File: src/rtl/acc_pkg.sv
// constants shared by the converter option control and its sequencer
package acc_pkg;

    // ------------------------------------------------------------------
    // register map
    // ------------------------------------------------------------------
    localparam logic [7:0]  OPT_LOW_ADDR  = 8'h3a;
    localparam logic [7:0]  OPT_HIGH_ADDR = 8'h3b;
    localparam logic [15:0] OPT_RESET     = 16'h2000;
    localparam logic [7:0]  UNMAPPED_DATA = 8'h00;

    // field positions inside the upper byte
    localparam int REPEAT_BIT  = 7;
    localparam int TRIGGER_BIT = 6;
    localparam int RANGE_BIT   = 5;

    // ------------------------------------------------------------------
    // timing
    // ------------------------------------------------------------------
    localparam int CLK_HZ         = 20000000;
    localparam int SET_TIME_MS    = 10;
    localparam int REPEAT_TIME_S  = 1;
    localparam int CHAN_COUNT     = 8;
    localparam int SET_CYCLES     = CLK_HZ / 1000 * SET_TIME_MS;
    localparam int CHAN_CYCLES    = SET_CYCLES / CHAN_COUNT;
    localparam int REPEAT_CYCLES  = CLK_HZ * REPEAT_TIME_S;

    // channel codes in conversion order
    typedef enum logic [2:0] {
        CH_BATTERY_VOLTAGE   = 3'h0,
        CH_SYSTEM_VOLTAGE    = 3'h1,
        CH_CHARGE_CURRENT    = 3'h2,
        CH_DISCHARGE_CURRENT = 3'h3,
        CH_INPUT_CURRENT     = 3'h4,
        CH_SYSTEM_POWER      = 3'h5,
        CH_BUS_VOLTAGE       = 3'h6,
        CH_COMPARATOR_INPUT  = 3'h7
    } acc_chan_t;

    // sequencer states
    typedef enum logic {
        SEQ_IDLE = 1'b0,
        SEQ_CONV = 1'b1
    } acc_seq_state_t;

endpackage : acc_pkg

File: src/rtl/acc_seq_if.sv
// control and result signals between option control and sequencer
`timescale 1ns/100ps
interface acc_seq_if;
    logic                 go;
    logic                 abort;
    logic [7:0]           chanEnable;
    logic                 busy;
    logic                 done;
    logic                 resultStrobe;
    acc_pkg::acc_chan_t   channel;

    modport ctl (output go, abort, chanEnable,
                 input  busy, done, resultStrobe, channel);
    modport seq (input  go, abort, chanEnable,
                 output busy, done, resultStrobe, channel);
endinterface : acc_seq_if

File: src/rtl/acc_sequencer.sv
// walks the enabled channels in fixed order, one slot per channel
`timescale 1ns/100ps
module acc_sequencer #(
    parameter int CHAN_CYCLES = acc_pkg::CHAN_CYCLES
) (
    input  wire logic clk,
    input  wire logic rst_n,
    acc_seq_if.seq    bus
);

    acc_pkg::acc_seq_state_t state;
    acc_pkg::acc_chan_t      walkChan;
    logic [31:0]             slotCount;
    logic                    slotEnd;
    logic                    lastChan;
    logic                    chanOn;

    // ------------------------------------------------------------------
    // slot decode
    // ------------------------------------------------------------------
    assign chanOn   = bus.chanEnable[walkChan];
    assign lastChan = (walkChan == acc_pkg::CH_COMPARATOR_INPUT);
    // slot time from set time
    // a disabled channel ends its slot at once and is skipped
    assign slotEnd  = !chanOn || (slotCount == 32'(CHAN_CYCLES - 1));

    // ------------------------------------------------------------------
    // channel walk
    // ------------------------------------------------------------------
    // fixed channel order
    always_ff @(posedge clk)
    begin
        if (!rst_n || bus.abort)
        begin
            state        <= acc_pkg::SEQ_IDLE;
            walkChan     <= acc_pkg::CH_BATTERY_VOLTAGE;
            bus.channel  <= acc_pkg::CH_BATTERY_VOLTAGE;
            slotCount    <= 32'h0;
            bus.done     <= 1'b0;
            bus.resultStrobe <= 1'b0;
        end
        else
        begin
            bus.done         <= 1'b0;
            bus.resultStrobe <= 1'b0;
            unique case (state)
                acc_pkg::SEQ_IDLE:
                begin
                    slotCount   <= 32'h0;
                    walkChan    <= acc_pkg::CH_BATTERY_VOLTAGE;
                    if (bus.go)
                        state <= acc_pkg::SEQ_CONV;
                end
                acc_pkg::SEQ_CONV:
                begin
                    slotCount <= slotEnd ? 32'h0 : slotCount + 32'h1;
                    // only enabled results update
                    // result channel is the slot just ended, not the next
                    if (slotEnd && chanOn)
                    begin
                        bus.resultStrobe <= 1'b1;
                        bus.channel      <= walkChan;
                    end
                    if (slotEnd && lastChan)
                    begin
                        state    <= acc_pkg::SEQ_IDLE;
                        bus.done <= 1'b1;
                    end
                    else if (slotEnd)
                        walkChan <= acc_pkg::acc_chan_t'(walkChan + 3'h1);
                end
            endcase
        end
    end

    assign bus.busy = (state == acc_pkg::SEQ_CONV);

    logic [2:0] lastStrobed;
    logic       anyStrobed;
    always_ff @(posedge clk)
    begin
        if (!rst_n || !bus.busy)
            anyStrobed <= 1'b0;
        else if (bus.resultStrobe)
            anyStrobed <= 1'b1;
        if (bus.resultStrobe)
            lastStrobed <= bus.channel;
    end
endmodule : acc_sequencer

File: src/rtl/acc_converter_control.sv
// converter option register, trigger, repeat timer and low power control
`timescale 1ns/100ps
// How it works
// - enabled channels are converted and their results updated in the order battery voltage, system voltage, charge current, discharge current, input current, system power, bus voltage, comparator input.
// - the converter stays idle whenever the device is in low power mode.
// - enabling the converter while on battery only takes the device out of low power mode.
// - a conversion set with all eight channels enabled takes 10 ms, shared evenly among the slots; a disabled channel's slot ends at once.
// - with repeat select at 0, writing the trigger bit to 1 runs exactly one conversion set.
// - with repeat select at 1, a conversion set is started once every second.
// - the host sets the trigger bit to start, and the device clears it after a one-shot set ends.
// - the range select bit picks 2.04 V full scale at 0 and 3.06 V at 1, and resets to 1.
// - each lower byte bit enables one channel, all cleared at reset.
module acc_converter_control #(
    parameter int SET_CYCLES    = acc_pkg::SET_CYCLES,
    parameter int REPEAT_CYCLES = acc_pkg::REPEAT_CYCLES
) (
    input  wire logic               clk,
    input  wire logic               rst_n,
    input  wire logic               regWrite,
    input  wire logic [7:0]         regAddr,
    input  wire logic [7:0]         regWrData,
    output logic      [7:0]         regRdData,
    input  wire logic               lowPowerRequest,
    input  wire logic               batteryOnly,
    output logic                    lowPowerMode,
    output logic                    fullScaleHigh,
    output logic                    converterActive,
    output logic                    resultStrobe,
    output acc_pkg::acc_chan_t      resultChannel
);

    acc_seq_if seqBus ();

    logic [7:0]  optLow;
    logic [7:0]  optHigh;
    logic [1:0]  lpSync;
    logic [1:0]  batSync;
    logic [31:0] repeatTimer;
    logic        writeLow;
    logic        writeHigh;
    logic        repeatMode;
    logic        trigger;
    logic        clearTrigger;
    logic        startSet;
    logic        next_lowPowerMode;
    logic [7:0]  readSel;

    // ------------------------------------------------------------------
    // register decode
    // ------------------------------------------------------------------
    assign writeLow   = regWrite && (regAddr == acc_pkg::OPT_LOW_ADDR);
    assign writeHigh  = regWrite && (regAddr == acc_pkg::OPT_HIGH_ADDR);
    assign repeatMode = optHigh[acc_pkg::REPEAT_BIT];
    assign trigger    = optHigh[acc_pkg::TRIGGER_BIT];
    assign readSel    = (regAddr == acc_pkg::OPT_LOW_ADDR)  ? optLow  :
                        (regAddr == acc_pkg::OPT_HIGH_ADDR) ? optHigh :
                        acc_pkg::UNMAPPED_DATA;

    // ------------------------------------------------------------------
    // option register
    // ------------------------------------------------------------------
    // self clear after a one-shot set
    assign clearTrigger = seqBus.done && !repeatMode;

    always_ff @(posedge clk)
    begin
        if (!rst_n)
            optLow <= acc_pkg::OPT_RESET[7:0];
        else if (writeLow)
            optLow <= regWrData;
    end

    // range bit resets to the wide scale; a host write wins over clear
    always_ff @(posedge clk)
    begin
        if (!rst_n)
            optHigh <= acc_pkg::OPT_RESET[15:8];
        else if (writeHigh)
            optHigh <= regWrData;
        else if (clearTrigger)
            optHigh[acc_pkg::TRIGGER_BIT] <= 1'b0;
    end

    // read data is registered every cycle
    always_ff @(posedge clk)
    begin
        if (!rst_n)
            regRdData <= 8'h00;
        else
            regRdData <= readSel;
    end

    // ------------------------------------------------------------------
    // pin synchronisers and low power mode
    // ------------------------------------------------------------------
    always_ff @(posedge clk)
    begin
        if (!rst_n)
        begin
            lpSync  <= 2'b00;
            batSync <= 2'b00;
        end
        else
        begin
            lpSync  <= {lpSync[0], lowPowerRequest};
            batSync <= {batSync[0], batteryOnly};
        end
    end

    // enabling the converter on battery leaves low power mode
    assign next_lowPowerMode = lpSync[1] && !(trigger && batSync[1]);

    always_ff @(posedge clk)
    begin
        if (!rst_n)
            lowPowerMode <= 1'b0;
        else
            lowPowerMode <= next_lowPowerMode;
    end

    // ------------------------------------------------------------------
    // set start and repeat timer
    // ------------------------------------------------------------------
    // one-shot start; continuous start when the timer runs out
    assign startSet = trigger && !lowPowerMode && !seqBus.busy
                      && !seqBus.done
                      && (!repeatMode || repeatTimer == 32'h0);

    // one second from start of set to start of the next
    always_ff @(posedge clk)
    begin
        if (!rst_n || !trigger || !repeatMode)
            repeatTimer <= 32'h0;
        else if (startSet)
            repeatTimer <= 32'(REPEAT_CYCLES - 1);
        else if (repeatTimer != 32'h0)
            repeatTimer <= repeatTimer - 32'h1;
    end

    // low power mode or a cleared trigger stops the set
    assign seqBus.go         = startSet;
    assign seqBus.abort      = lowPowerMode || !trigger;
    assign seqBus.chanEnable = optLow;

    // ------------------------------------------------------------------
    // sequencer and outputs
    // ------------------------------------------------------------------
    acc_sequencer #(
        .CHAN_CYCLES (SET_CYCLES / acc_pkg::CHAN_COUNT)
    ) u_sequencer (
        .clk   (clk),
        .rst_n (rst_n),
        .bus   (seqBus.seq)
    );

    // full scale select follows the range bit
    always_ff @(posedge clk)
    begin
        if (!rst_n)
        begin
            fullScaleHigh   <= acc_pkg::OPT_RESET[8 + acc_pkg::RANGE_BIT];
            converterActive <= 1'b0;
            resultStrobe    <= 1'b0;
            resultChannel   <= acc_pkg::CH_BATTERY_VOLTAGE;
        end
        else
        begin
            fullScaleHigh   <= optHigh[acc_pkg::RANGE_BIT];
            converterActive <= seqBus.busy;
            resultStrobe    <= seqBus.resultStrobe;
            resultChannel   <= seqBus.channel;
        end
    end
endmodule : acc_converter_control

File: config.mk
export PLATFORM = sky130hd
export DESIGN_NAME = acc_converter_control
export DESIGN_NICKNAME = d
export VERILOG_FILES = /design/src/rtl/acc_pkg.sv /design/src/rtl/acc_seq_if.sv /design/src/rtl/acc_sequencer.sv /design/src/rtl/acc_converter_control.sv
export SDC_FILE = /design/constraint.sdc
export NUM_CORES = 1
export LEC_CHECK = 0
export BUFFER_PORTS_ARGS = -buffer_cell sky130_fd_sc_hd__buf_2
export CAP_MARGIN = 20
export CORE_MARGIN = 4
export CORE_UTILIZATION = 35
export CTS_CLUSTER_SIZE = 30
export DETAILED_ROUTE_END_ITERATION = 10
export GPL_ROUTABILITY_DRIVEN = 1
export PLACE_DENSITY = 0.56
export SLEW_MARGIN = 20
export SYNTH_ARGS = -nofsm -noshare
export SYNTH_HDL_FRONTEND = slang
export SYNTH_HIERARCHICAL = 1
export SYNTH_SLANG_ARGS = --single-unit
File: constraint.sdc
create_clock -name clk -period 2.5 [get_ports clk]
set_input_delay 0.25 -clock clk [delete_from_list [all_inputs] [get_ports clk]]
set_output_delay 0.25 -clock clk [all_outputs]
set_load 0.02 [all_outputs]
==> metrics <==
Logic pwr share=1.3%; share of synthesized registers carrying an async set or reset=0%; proportion of power drawn by flip-flops and latches=50.7%; latest clock arrival within the worst-skew pair=350 ps; number of buffers added by the clock tree synthesis step=9; net switching power=0.651 mW; HPWL reported at the end of detailed placement=7.51 mm; count of nets after finishing=595; proportion of synthesized chip area in sequential cells=44.6%; arrival time worst endpoint=2530 ps; core region area=0.0134 mm²; master cell of the clock root buffer=sky130_fd_sc_hd__clkbuf_16; clock transition at the registers of the reported paths=70 ps; Post CTS Setup Buffer Count=0; die height=126 µm; relative max-transition margin=60.9%; Synth top cells by count=108 x sky130_fd_sc_hd__dfxtp_1, 51 x sky130_fd_sc_hd__nor2_1, 41 x sky130_fd_sc_hd__nand3_1; post-cts repair resize count=0; synthesized netlist net count=554; final critical delay including setup and external delays=2250 ps; critical path startpoint category=flip-flop; buffers added on ports=35; wire length reported by the detailed router=10.7 mm; initial detailed-routing violation count=180; total iterations of the first detailed-routing run=4; initial antenna violation count=0; row count=42; count of different cell masters after synthesis=57; Max Transition Viols Final=0; count of antenna diodes in the layout=0; fraction of layout cells with a size suffix above 1=16.2%; TritonCTS clock tree=built; Post-Synthesis Cells=528; transition time at the pin with the least slew margin=582 ps; maximum achievable frequency=444 MHz; maximum fanout along the worst path=13; count of nets left with antenna violations after detail routing=0; total internal power=2.75 mW; post-route DRC violation count=0; die outline area=0.0158 mm²; Seq cells post-synth=108; number of flops mapped to enable cells by yosys=0; Maximum Capacitance Violations=0; count of fill cells added during filler insertion=1369; via count of the first global-routing pass=3880; power density cells=605 mW/mm²; RSZ-0062 raised after global routing=false; required time at the endpoint of the critical path=2780 ps; prevailing post-synth register cell=sky130_fd_sc_hd__dfxtp_1; classification of the worst-slack hold path=input pin to flip-flop; total congestion overflow after global routing=0; per-instance average area after synthesis=9.18 µm²; global-route wire length before repair=18.5 mm; Final Skew=8.99 ps; effective utilization at floorplan=36.2%; number of H-tree branching levels=3; cell type with the largest total area after synthesis=sky130_fd_sc_hd__dfxtp_1; drt wl/cell=14.2 µm; synthesized cell area=0.00485 mm²; footprint of the multi-input gates=0.00254 mm²; area share of the leading cell type in the synthesized netlist=44.6%; placed cell count=733; final critical-path share of the clock period=90.2%; most frequent cell after synthesis=sky130_fd_sc_hd__dfxtp_1; Area growth syn-to-layout=16.0%; largest buffer count on any clock path=2; number of hold buffers added after cts=0; endpoint class of the critical path=flip-flop; routability congestion estimate from global placement=0.797; Final Hold Vio Count=0; gr usage total=14.1%; switch share=19.1%; Via Count=3961; worst-case vdd ir drop=0.437 mV; clock group share of total power=48.0%; final cell count without fillers=750; maximum number of pins on one net before global-route repair=34; detail-routed via count per cell=5.28; count of endpoints failing setup in the final report=0; Fin Setup TNS=0 ps; status=finished clean; area taken by flip-flops and latches=0.00216 mm²; Boundary Pins=36; number of warning messages in the yosys log=6; top post-synthesis cells by area=sky130_fd_sc_hd__dfxtp_1 45%, sky130_fd_sc_hd__xor2_1 6.5%, sky130_fd_sc_hd__nand3_1 4.2%; Die W=126 µm; leak pwr=1.97 nW; clock sink count=108; type of the worst setup path=flip-flop to flip-flop
-- path summary, 6_finish.rpt --
path | depth (start not counted) | endpoint | start | slack, ps
max reg2reg | 7 | repeatTimer[10] | repeatTimer[0] | 250
max | 7 | repeatTimer[10] | repeatTimer[0] | 250
min | 2 | lpSync[0] | lowPowerRequest | 110
min reg2reg | 2 | lowPowerMode | lpSync[1] | 430
-- cell families after synthesis --
| family | after synthesis | share of synthesized area, % |
|---|---|---|
| compound gates | 90 | 13.5 |
| xor+xnor | 44 | 7.95 |
| fa+ha+maj | 5 | 1.29 |
| buf+inv | 30 | 3.15 |
| flops | 108 | 44.6 |
| mux | 6 | 1.83 |
| simple gates | 245 | 27.7 |
-- per-stage QoR --
stage	instance area [µm²]	setup slack [ps]	util (%)	hold WS, ps	power (mW)
2_1_floorplan	4850	384	-	323	1.78
3_3_place_gp	5260	287	39.3	429	1.81
3_5_place_dp	5260	218	39.3	424	1.81
4_1_cts	5610	195	41.9	107	3.46
5_1_grt	5620	68.4	41.9	112	3.53
6_report	5620	246	41.9	115	3.40
-- worst max-delay path: stages (launching register included) --
cell                      delay (ps)
sky130_fd_sc_hd__dfxtp_1         350
sky130_fd_sc_hd__inv_1            90
sky130_fd_sc_hd__ha_1            130
sky130_fd_sc_hd__or3b_2          470
sky130_fd_sc_hd__or3_4           450
sky130_fd_sc_hd__o31ai_4         360
sky130_fd_sc_hd__o21ai_0         150
sky130_fd_sc_hd__a31oi_1         180
-- area by class of cell --
cell class	instances	area share, %
repair buffers	52	5.61
inverters	8	0.534
flip-flops and latches	108	38.5
well taps	176	3.92
clock buffers	10	4.25
clock inverters	6	1.98
multi-input cells	390	45.2
-- power groups by stage --
stage / sequential [mW] / combinational, mW / clock (mW)
floorplan: 1.76 / 0.0184 / 0
global placement: 1.76 / 0.0427 / 0
detailed placement: 1.76 / 0.0434 / 0
CTS: 1.72 / 0.0438 / 1.69
global route: 1.72 / 0.0484 / 1.76
finish: 1.72 / 0.0437 / 1.63
-- registers in the layout, summed over array words and instances, names as in the netlist --
| name | cells |
|---|---|
| u_sequencer/walkChan | 3 |
| optLow | 8 |
| optHigh | 8 |
| u_sequencer/bus.resultStrobe | 1 |
| regRdData | 8 |
| lowPowerMode | 1 |
| u_sequencer/bus.channel | 3 |
| resultStrobe | 1 |
| u_sequencer/bus.done | 1 |
| batSync | 2 |
| resultChannel | 3 |
| repeatTimer | 32 |
| converterActive | 1 |
| lpSync | 2 |
| fullScaleHigh | 1 |
| u_sequencer/slotCount | 32 |
| u_sequencer/bus.busy | 1 |
-- cell usage in the layout (no fill, tap or decap), types with 9 or more instances in the layout --
cell,synthesis,routed
sky130_fd_sc_hd__clkbuf_16,0,9
sky130_fd_sc_hd__a21oi_1,24,24
sky130_fd_sc_hd__nand2_1,33,33
sky130_fd_sc_hd__nand4_1,13,13
sky130_fd_sc_hd__buf_2,8,35
sky130_fd_sc_hd__or3_1,11,11
sky130_fd_sc_hd__xor2_1,36,36
sky130_fd_sc_hd__nor2_1,51,51
sky130_fd_sc_hd__nor4_1,14,14
sky130_fd_sc_hd__buf_4,0,16
sky130_fd_sc_hd__dfxtp_1,108,108
sky130_fd_sc_hd__nand3_1,41,41
sky130_fd_sc_hd__nor3_1,17,15
sky130_fd_sc_hd__o21ai_0,9,9
sky130_fd_sc_hd__a21boi_0,16,16
sky130_fd_sc_hd__and2_1,11,11
sky130_fd_sc_hd__nor2b_1,10,10
-- layer usage --
metal	vias to the layer above	part of all wire [%]	track usage (%)
li1	1998	-	-
met1	1889	48	18.4
met2	61	46	22.2
met3	13	3.8	4.19
met4	0	1.5	4.85
met5	-	0	0
No activity file was read; power rests on OpenSTA's default activity.
